File: config.mk
export PLATFORM = sky130hd
export DESIGN_NAME = ubr_uart
export DESIGN_NICKNAME = d
export VERILOG_FILES = /design/src/hw/ubr_pkg.sv /design/src/hw/ubr_uart.sv
export SDC_FILE = /design/constraint.sdc
export NUM_CORES = 1
export LEC_CHECK = 0
export ABC_AREA = 0
export BUFFER_PORTS_ARGS = -buffer_cell sky130_fd_sc_hd__buf_2
export CAP_MARGIN = 20
export CORE_MARGIN = 1
export CORE_UTILIZATION = 63
export CTS_BUF_LIST = sky130_fd_sc_hd__clkbuf_16
export CTS_CLUSTER_DIAMETER = 150
export DETAILED_ROUTE_END_ITERATION = 7
export PLACE_DENSITY_LB_ADDON = 0.25
export SETUP_SLACK_MARGIN = 0.2
export SLEW_MARGIN = 20
export SYNTH_ARGS = -nofsm -noshare
export SYNTH_HDL_FRONTEND = slang
export SYNTH_SLANG_ARGS = --single-unit
export TNS_END_PERCENT = 50
File: constraint.sdc
create_clock -name sys_clk -period 5.35 [get_ports sys_clk]
set_input_delay 0.2675 -clock sys_clk [delete_from_list [all_inputs] [get_ports sys_clk]]
set_output_delay 0.2675 -clock sys_clk [all_outputs]
set_load 0.005 [all_outputs]
File: src/hw/ubr_pkg.sv
// shared constants and types for the break transmitter and receiver
package ubr_pkg;
    localparam logic [7:0]  ADDR_CTRL       = 8'h00;
    localparam logic [7:0]  ADDR_STATUS     = 8'h04;
    localparam logic [7:0]  ADDR_DATA       = 8'h08;
    localparam logic [7:0]  ADDR_BAUD       = 8'h0C;
    // control register fields
    localparam int          CTL_BRK         = 0;
    localparam int          CTL_NINE        = 1;
    localparam int          CTL_PAR_ON      = 2;
    localparam int          CTL_PAR_ODD     = 3;
    localparam int          CTL_STOP2       = 4;
    localparam int          CTL_RX_ON       = 5;
    localparam int          CTL_IRQ_EN      = 6;
    localparam int          CTL_NINTH       = 7;
    localparam logic [6:0]  CTRL_RESET      = 7'h00;
    // status register fields
    localparam int          ST_AVAIL        = 0;
    localparam int          ST_OVERRUN      = 1;
    localparam int          ST_FRAME        = 2;
    localparam int          ST_NOISE        = 3;
    localparam int          ST_PARITY       = 4;
    localparam int          ST_RX_IDLE      = 5;
    localparam int          ST_TX_IDLE      = 6;
    localparam logic [15:0] BAUD_RESET      = 16'h0009;
    // timing counts
    localparam logic [3:0]  OVS_LAST        = 4'hF;
    localparam logic [3:0]  SAMPLE_A        = 4'h7;
    localparam logic [3:0]  SAMPLE_B        = 4'h8;
    localparam logic [3:0]  SAMPLE_C        = 4'h9;
    localparam logic [3:0]  BRK_BITS        = 4'hD;
    localparam logic [3:0]  BITS_EIGHT      = 4'h8;
    localparam logic [3:0]  BITS_NINE       = 4'h9;

    typedef enum logic [2:0] {
        RX_OFF   = 3'b000,
        RX_WAITH = 3'b001,
        RX_HUNT  = 3'b010,
        RX_START = 3'b011,
        RX_DATA  = 3'b100,
        RX_STOP  = 3'b101
    } ubr_rx_state_t;

    typedef enum logic [1:0] {
        TX_IDLE  = 2'b00,
        TX_START = 2'b01,
        TX_LOW   = 2'b10,
        TX_STOP  = 2'b11
    } ubr_tx_state_t;
endpackage

File: src/hw/ubr_uart.sv
// break transmitter and oversampled receiver with two-word buffer, apb registers
//
// Function
// - break bit sends break on next frame
// - start, then 13xN low bits, then stop_count_sel
// - break bit held gives continuous breaks
// - after clear, finish break, send stop_count_sel
// - break sending raises no transmit interrupt
// - 8 or 9 bit words, ninth kept
// - recovery at 16x, shift per bit
// - bit level by three-sample majority
// - after stop sample, word into buffer
// - serial data enters lsb first
// - two-deep buffer, third word overruns
// - receiver enable starts start-bit hunting
// - available flag while buffer not empty
// - irq on load or overrun if enabled
// - status access then data read clears
// - break gives framing error, zero data
// - after break, wait for high level
// - idle low from start to stop
// - framing, noise, parity, overrun flags kept
// - only first stop bit is checked
//
// Added by the designer: the placing of the registers and the APB interface to the registers.
`timescale 1ns/1ns
module ubr_uart
    import ubr_pkg::*;
(
    input  wire logic        sys_clk,   // 20 MHz clock
    input  wire logic        reset,     // async reset, active high
    input  wire logic        psel,      // apb select
    input  wire logic        penable,   // apb access phase
    input  wire logic        pwrite,    // apb write
    input  wire logic [7:0]  paddr,     // apb byte address
    input  wire logic [31:0] pwdata,    // apb write data
    output logic      [31:0] prdata,    // apb read data
    output logic             pready,    // apb ready
    output logic             pslverr,   // apb error, unmapped address
    input  wire logic        rx_pin,    // serial input
    output logic             tx_pin,    // serial output
    output logic             rx_irq     // receive irq, one-cycle pulse
);
    // control and baud registers
    logic [6:0]    ctrl_reg;
    logic [15:0]   baud_divisor;
    logic [15:0]   baud_cnt_reg;
    logic          os_tick;
    // apb
    logic          pready_reg;
    logic [31:0]   prdata_reg;
    logic          pslverr_reg;
    logic          acc_start;
    logic          acc_done;
    logic          hit_ctrl;
    logic          hit_status;
    logic          hit_data;
    logic          hit_baud;
    logic          mapped;
    logic [31:0]   rd_value;
    logic          status_seen_reg;
    logic          pop;
    // receiver
    logic          rx_meta_reg;
    logic          rx_sync_reg;
    ubr_rx_state_t rx_state_reg;
    logic [3:0]    rx_phase_reg;
    logic [3:0]    rx_bitcnt_reg;
    logic [1:0]    rx_samp_reg;
    logic [8:0]    rx_shift_reg;
    logic          rx_noise_reg;
    logic          rx_idle_flag;
    logic          rx_bit;
    logic          rx_noisy;
    logic          decide;
    logic [3:0]    word_bits;
    logic [8:0]    rx_word;
    logic          rx_par_bad;
    logic          stop_done;
    // buffer
    logic [11:0]   buf_mem [2];
    logic          wr_ptr_reg;
    logic          rd_ptr_reg;
    logic [1:0]    count_reg;
    logic          buf_full;
    logic          push;
    logic          overrun_flag;
    logic          rx_avail_flag;
    logic [11:0]   head;
    logic          irq_reg;
    // transmitter
    ubr_tx_state_t tx_state_reg;
    logic [3:0]    tx_phase_reg;
    logic [3:0]    tx_bitcnt_reg;
    logic          tx_reg;
    logic          tx_bit_end;

    function automatic logic majority(input logic [2:0] s);
        majority = (s[0] & s[1]) | (s[0] & s[2]) | (s[1] & s[2]);
    endfunction

    assign prdata  = prdata_reg;
    assign pready  = pready_reg;
    assign pslverr = pslverr_reg;
    assign tx_pin  = tx_reg;
    assign rx_irq  = irq_reg;

    // 16x oversampling tick from baud divisor
    assign os_tick = (baud_cnt_reg >= baud_divisor);

    always_ff @(posedge sys_clk or posedge reset) begin
        if (reset) begin
            baud_cnt_reg <= 16'h0000;
        end else if (os_tick) begin
            baud_cnt_reg <= 16'h0000;
        end else begin
            baud_cnt_reg <= baud_cnt_reg + 16'h0001;
        end
    end

    // apb decode, one wait state per access
    assign acc_start  = psel & penable & ~pready_reg;
    assign acc_done   = psel & penable & pready_reg;
    assign hit_ctrl   = (paddr == ADDR_CTRL);
    assign hit_status = (paddr == ADDR_STATUS);
    assign hit_data   = (paddr == ADDR_DATA);
    assign hit_baud   = (paddr == ADDR_BAUD);
    assign mapped     = hit_ctrl | hit_status | hit_data | hit_baud;
    assign pop        = acc_done & ~pwrite & hit_data & status_seen_reg & rx_avail_flag;

    always_comb begin
        rd_value = 32'h0000_0000;
        if (hit_ctrl) begin
            rd_value[6:0]       = ctrl_reg;
            rd_value[CTL_NINTH] = head[8];
        end else if (hit_status) begin
            rd_value[ST_AVAIL]   = rx_avail_flag;
            rd_value[ST_OVERRUN] = overrun_flag;
            rd_value[ST_FRAME]   = rx_avail_flag & head[9];
            rd_value[ST_PARITY]  = rx_avail_flag & head[10];
            rd_value[ST_NOISE]   = rx_avail_flag & head[11];
            rd_value[ST_RX_IDLE] = rx_idle_flag;
            rd_value[ST_TX_IDLE] = (tx_state_reg == TX_IDLE);
        end else if (hit_data) begin
            rd_value[8:0] = head[8:0];
        end else if (hit_baud) begin
            rd_value[15:0] = baud_divisor;
        end
    end

    always_ff @(posedge sys_clk or posedge reset) begin
        if (reset) begin
            pready_reg  <= 1'b0;
            prdata_reg  <= 32'h0000_0000;
            pslverr_reg <= 1'b0;
        end else begin
            pready_reg  <= acc_start;
            prdata_reg  <= acc_start & ~pwrite ? rd_value : 32'h0000_0000;
            pslverr_reg <= acc_start & ~mapped;
        end
    end

    always_ff @(posedge sys_clk or posedge reset) begin
        if (reset) begin
            ctrl_reg     <= CTRL_RESET;
            baud_divisor <= BAUD_RESET;
        end else if (acc_done & pwrite & hit_ctrl) begin
            ctrl_reg <= pwdata[6:0];
        end else if (acc_done & pwrite & hit_baud) begin
            baud_divisor <= pwdata[15:0];
        end
    end

    // status access arms the clearing data read
    always_ff @(posedge sys_clk or posedge reset) begin
        if (reset) begin
            status_seen_reg <= 1'b0;
        end else if (acc_done & ~pwrite & hit_status) begin
            status_seen_reg <= 1'b1;
        end else if (acc_done & hit_data) begin
            status_seen_reg <= 1'b0;
        end
    end

    // receive input synchroniser
    always_ff @(posedge sys_clk or posedge reset) begin
        if (reset) begin
            rx_meta_reg <= 1'b1;
            rx_sync_reg <= 1'b1;
        end else begin
            rx_meta_reg <= rx_pin;
            rx_sync_reg <= rx_meta_reg;
        end
    end

    // bit decision after third sample
    assign decide     = os_tick & (rx_phase_reg == SAMPLE_C);
    assign rx_bit     = majority({rx_samp_reg[1:0], rx_sync_reg});
    assign rx_noisy   = ~(&{rx_samp_reg[1:0], rx_sync_reg}) & (|{rx_samp_reg[1:0], rx_sync_reg});
    assign word_bits  = ctrl_reg[CTL_NINE] ? BITS_NINE : BITS_EIGHT;
    assign rx_word    = ctrl_reg[CTL_NINE] ? rx_shift_reg : {1'b0, rx_shift_reg[8:1]};
    assign rx_par_bad = ctrl_reg[CTL_PAR_ON] & ((^rx_word) ^ ctrl_reg[CTL_PAR_ODD]);
    assign stop_done  = decide & (rx_state_reg == RX_STOP) & ctrl_reg[CTL_RX_ON];
    assign buf_full   = count_reg[1];
    assign push       = stop_done & ~buf_full;
    assign rx_avail_flag = (count_reg != 2'b00);
    assign head       = buf_mem[rd_ptr_reg];

    always_ff @(posedge sys_clk or posedge reset) begin
        if (reset) begin
            rx_state_reg  <= RX_OFF;
            rx_phase_reg  <= 4'h0;
            rx_bitcnt_reg <= 4'h0;
            rx_samp_reg   <= 2'h3;
            rx_shift_reg  <= 9'h000;
            rx_noise_reg  <= 1'b0;
            rx_idle_flag  <= 1'b1;
        end else if (~ctrl_reg[CTL_RX_ON]) begin
            rx_state_reg <= RX_OFF;
            rx_idle_flag <= 1'b1;
        end else if (os_tick) begin
            rx_phase_reg <= rx_phase_reg + 4'h1;
            rx_samp_reg  <= {rx_samp_reg[0], rx_sync_reg};
            case (rx_state_reg)
                RX_OFF: begin
                    rx_state_reg <= RX_WAITH;
                end
                RX_WAITH: begin
                    if (rx_sync_reg) begin
                        rx_state_reg <= RX_HUNT;
                    end
                end
                RX_HUNT: begin
                    if (~rx_sync_reg) begin
                        rx_state_reg <= RX_START;
                        rx_phase_reg <= 4'h1;
                        rx_idle_flag <= 1'b0;
                        rx_noise_reg <= 1'b0;
                    end
                end
                RX_START: begin
                    if (rx_phase_reg == SAMPLE_C) begin
                        if (rx_bit) begin
                            rx_state_reg <= RX_HUNT;
                            rx_idle_flag <= 1'b1;
                        end else begin
                            rx_noise_reg <= rx_noisy;
                        end
                    end else if (rx_phase_reg == OVS_LAST) begin
                        rx_state_reg  <= RX_DATA;
                        rx_bitcnt_reg <= 4'h0;
                    end
                end
                RX_DATA: begin
                    if (rx_phase_reg == SAMPLE_C) begin
                        rx_shift_reg  <= {rx_bit, rx_shift_reg[8:1]};
                        rx_noise_reg  <= rx_noise_reg | rx_noisy;
                        rx_bitcnt_reg <= rx_bitcnt_reg + 4'h1;
                    end else if (rx_phase_reg == OVS_LAST && rx_bitcnt_reg == word_bits) begin
                        rx_state_reg <= RX_STOP;
                    end
                end
                RX_STOP: begin
                    if (rx_phase_reg == SAMPLE_C) begin
                        rx_idle_flag <= 1'b1;
                        rx_state_reg <= rx_bit ? RX_HUNT : RX_WAITH;
                    end
                end
                default: begin
                    rx_state_reg <= RX_OFF;
                end
            endcase
        end
    end

    // two-word receive buffer: {noise, parity, frame, data}
    always_ff @(posedge sys_clk or posedge reset) begin
        if (reset) begin
            buf_mem[0] <= 12'h000;
            buf_mem[1] <= 12'h000;
            wr_ptr_reg <= 1'b0;
            rd_ptr_reg <= 1'b0;
            count_reg  <= 2'b00;
        end else begin
            if (push) begin
                // a break arrives as zero data with the frame bit set
                buf_mem[wr_ptr_reg] <= {rx_noise_reg | rx_noisy, rx_par_bad, ~rx_bit,
                                        rx_word};
                wr_ptr_reg <= ~wr_ptr_reg;
            end
            if (pop) begin
                rd_ptr_reg <= ~rd_ptr_reg;
            end
            if (push & ~pop) begin
                count_reg <= count_reg + 2'b01;
            end else if (pop & ~push) begin
                count_reg <= count_reg - 2'b01;
            end
        end
    end

    // overrun and receive irq; set wins over clear
    always_ff @(posedge sys_clk or posedge reset) begin
        if (reset) begin
            overrun_flag <= 1'b0;
            irq_reg      <= 1'b0;
        end else begin
            if (stop_done & buf_full) begin
                overrun_flag <= 1'b1;
            end else if (pop) begin
                overrun_flag <= 1'b0;
            end
            irq_reg <= stop_done & ctrl_reg[CTL_IRQ_EN];
        end
    end

    // break transmitter, bit time is sixteen oversampling ticks
    assign tx_bit_end = os_tick & (tx_phase_reg == OVS_LAST);

    always_ff @(posedge sys_clk or posedge reset) begin
        if (reset) begin
            tx_state_reg  <= TX_IDLE;
            tx_phase_reg  <= 4'h0;
            tx_bitcnt_reg <= 4'h0;
            tx_reg        <= 1'b1;
        end else begin
            if (os_tick) begin
                tx_phase_reg <= tx_phase_reg + 4'h1;
            end
            case (tx_state_reg)
                TX_IDLE: begin
                    tx_reg <= 1'b1;
                    if (tx_bit_end & ctrl_reg[CTL_BRK]) begin
                        tx_state_reg <= TX_START;
                        tx_reg       <= 1'b0;
                    end
                end
                TX_START: begin
                    if (tx_bit_end) begin
                        tx_state_reg  <= TX_LOW;
                        tx_bitcnt_reg <= 4'h1;
                    end
                end
                TX_LOW: begin
                    if (tx_bit_end) begin
                        if (tx_bitcnt_reg != BRK_BITS) begin
                            tx_bitcnt_reg <= tx_bitcnt_reg + 4'h1;
                        end else if (ctrl_reg[CTL_BRK]) begin
                            tx_bitcnt_reg <= 4'h1;
                        end else begin
                            tx_state_reg  <= TX_STOP;
                            tx_bitcnt_reg <= 4'h1;
                            tx_reg        <= 1'b1;
                        end
                    end
                end
                TX_STOP: begin
                    if (tx_bit_end) begin
                        if (ctrl_reg[CTL_STOP2] && tx_bitcnt_reg == 4'h1) begin
                            tx_bitcnt_reg <= 4'h2;
                        end else begin
                            tx_state_reg <= TX_IDLE;
                        end
                    end
                end
                default: begin
                    tx_state_reg <= TX_IDLE;
                end
            endcase
        end
    end
endmodule

==> results.cfg <==
[logic_synthesis]
yosysWarnings = 0
yosysUniqueCellTypes = 57
yosysTopAreaCell = dfrtp_1
synth_top_flop_cell = dfrtp_1
synth_top_family_by_area = simple AND/OR/NAND/NOR gates
synth_xor_area_frac = 0.0428
synth_commonest_cells = 117 x dfrtp_1, 78 x nand2_1, 69 x o21ai_0
synth_edf_count = 0
synthMuxAreaShare = 0.0754
synth_top_area_share = 0.462
yosysSeqAreaShare = 0.495
synth.avg_cell_area_um2 = 9.83
synthSimpleGateAreaFrac = 0.157
synth-seq-cells = 125
syn_inst = 645
synth_top_cells_by_area = dfrtp_1 46%, ha_1 5.5%, o21ai_0 5.4%
synth_most_common_cell = dfrtp_1
synth_fa_ha_area_frac = 0.0574
syn_area_mm2 = 0.00634
synthArstFlopShare = 1.00
synth-compound-area-share = 0.114

[final_layout]
antenna_cells = 0
final_cells = 835
multi_input_area_mm2 = 0.00289
regMostFlops = buf_mem
final-seq-area_mm2 = 0.00314
nNetsFinal = 763
nFillCells = 727
finish.instance_area_mm2 = 0.00710
area_delta_synth_final_pct = 12.0
drive_gt1_frac = 0.167
largest_register_ff_count = 24

[status]
run_status = complete, no violations

[routing]
drt_iter0_drc = 227
first_pass_iters = 4
routed_wl_um = 13300
routed_via_density = 5.68
ant_nets = 0
post_drt_wl_per_cell_um = 15.9
drc = 0
vias = 4741

[placement]
dp_hpwl_um = 9120
postPlaceCellArea_mm2 = 0.00660
place_congestion = 0.947
port_buffers = 49
dpl.cell_count = 802

[critical_path]
end_kind = register
path_max_fanout = 23
critPathMaxStageDelay_ns = 0.59
cp_num_buf_inv = 1
required_ns = 5.65
arrival_ns = 3.39
crit_chain = ha_1, nand4_1, nor3_1, nand3b_1, a41oi_1, buf_4, nand3_1, mux2_2
path_class = reg -> reg
cp-start-kind = register
worst_path_max_delay_cell = nand3_1
cp_top_family = simple AND/OR/NAND/NOR gates

[global_route]
track_usage = 0.278
grt_max_degree = 71
grt_overflow = 0
grt_pass1_wl_um = 21900
grt_antenna_before_repair = 0
grt_pass1_vias = 4582

[die]
coreArea_mm2 = 0.00977
die_w_um = 102
ioPinCount = 82
dieArea_mm2 = 0.0105
initial_utilization = 0.649
rows = 36
die_h_um = 102

[clocking]
cts_sinks = 125
cts_setup_buffers = 0
cts_buffer_depth = 2
insertion_delay_ns = 0.41
cts_tree = done
cts-buffers-inserted = 17
ctsHtreeMaxLevel = 4
cts_resized = 0
clk_pin_slew_ns = 0.05
ctsHoldBuffers = 1
clock_tree.root_cell = clkbuf_16

[timing]
slew_violations = 0
rsz0062_at_grt = no
fin_crit_ns = 3.10
worst_pin_slew_ns = 1.02
relSlewSlack = 0.319
hold_violations = 0
period_share = 0.579
fmaxAchievable_ghz = 0.323
whs_ns = 0.0274
setup_viol_count_final = 0
fin_skew_ns = 0.00625
finalSetupTns_ns = 0

[pwr]
comb_power_share = 0.028
p_sw_uw = 435
vdd_ir_drop_max_mv = 0.191
cellLeakagePower_nw = 3.45
p_clk_frac = 0.489
p_seq_frac = 0.483
p_int_mw = 1.54
power_density_mw_per_mm2 = 277
p_sw_frac = 0.221

[hold_path]
min_path_type = in -> async

[run]
drv_cap = 0
cell type report:
cell class | count | area share
clock buffer | 17 | 0.0599
clock inverter | 15 | 0.00934
inverter | 33 | 0.0178
multi-input combinational | 458 | 0.408
sequential | 125 | 0.442
tap | 133 | 0.0234
timing repair buffer | 54 | 0.0402
logic make-up after synthesis:
family,count (synthesis)
and+or+nand+nor,213
DFF,125
AOI/OAI and AO/OA,124
buffers and inverters,77
muxes,45
xor gates and xnor gates,31
adders and majority gates,29
other,1
cell usage in the layout (no fill, tap or decap), types with 2 or more instances in the layout:
cell | netlist | final
a21oi_1 | 24 | 24
a221oi_1 | 5 | 5
a31oi_1 | 3 | 3
a41oi_1 | 2 | 2
and2_1 | 6 | 6
and3_1 | 9 | 9
buf_2 | 5 | 49
buf_4 | 19 | 4
clkbuf_16 | 0 | 17
clkinv_1 | 1 | 5
clkinv_2 | 0 | 8
conb_1 | 1 | 16
dfrtp_1 | 117 | 117
dfstp_2 | 8 | 8
ha_1 | 28 | 28
inv_1 | 31 | 33
mux2_2 | 22 | 22
mux2i_1 | 23 | 23
nand2_1 | 78 | 78
nand2b_1 | 4 | 4
nand3_1 | 19 | 19
nand3b_1 | 4 | 4
nand4_1 | 12 | 12
nor2_1 | 45 | 45
nor2b_1 | 7 | 7
nor3_1 | 16 | 16
nor3b_1 | 2 | 2
o21ai_0 | 69 | 69
o311ai_0 | 4 | 4
or2_2 | 2 | 2
or3_1 | 4 | 4
xnor2_1 | 17 | 17
xor2_1 | 14 | 14
final timing paths:
| kind | slack, ns | end | startpoint | cells after the start |
|---|---|---|---|---|
| worst max-delay path | 2.25 | buf_mem[10] | baud_cnt_reg[13] | 8 |
| worst min-delay path | 0.03 | rx_phase_reg[3] | reset | 2 |
| worst max register to register | 2.25 | buf_mem[10] | baud_cnt_reg[13] | 8 |
| worst min register to register | 0.35 | rx_sync_reg | rx_meta_reg | 0 |
| max in group asynchronous | 4.07 | buf_mem[1] | reset | 3 |
| min in group sys_clk | 0.06 | baud_divisor[15] | pwdata[15] | 3 |
per-stage QoR:
stage | total power, mW | util | worst slack [ns]
3_3_place_gp | 1.02 | 0.675 | 2.34
5_1_grt | 2.03 | 0.727 | 1.96
6_report | 1.97 | 0.727 | 2.25
3_5_place_dp | 1.02 | 0.675 | 2.30
4_1_cts | 1.98 | 0.727 | 2.26
2_1_floorplan | 1.01 | - | 1.77
worst register-to-register path: stages (launching register included):
cell and delay [ns]:
dfrtp_1 0.43, ha_1 0.33, nand4_1 0.14, nor3_1 0.33, nand3b_1 0.17, a41oi_1 0.25, buf_4 0.22, nand3_1 0.59
mux2_2 0.52
layer usage:
layer | vias to the layer above | share of wire | wire (um) | GRT usage
met5 | - | 0 | 0 | 0
met4 | 0 | 0.017 | 226 | 0.105
met3 | 23 | 0.051 | 672 | 0.0718
met2 | 142 | 0.48 | 6420 | 0.454
met1 | 2288 | 0.45 | 5940 | 0.358
li1 | 2288 | - | - | -
power by group through the flow:
stage,combinational (mW),clock [mW],sequential (mW)
floorplan,0.0402,0,0.968
global placement,0.0532,0,0.968
detailed placement,0.0543,0,0.968
CTS,0.0554,0.970,0.952
global route,0.0639,1.01,0.952
finish,0.0546,0.963,0.952
Power figures use the tool's default switching activity.
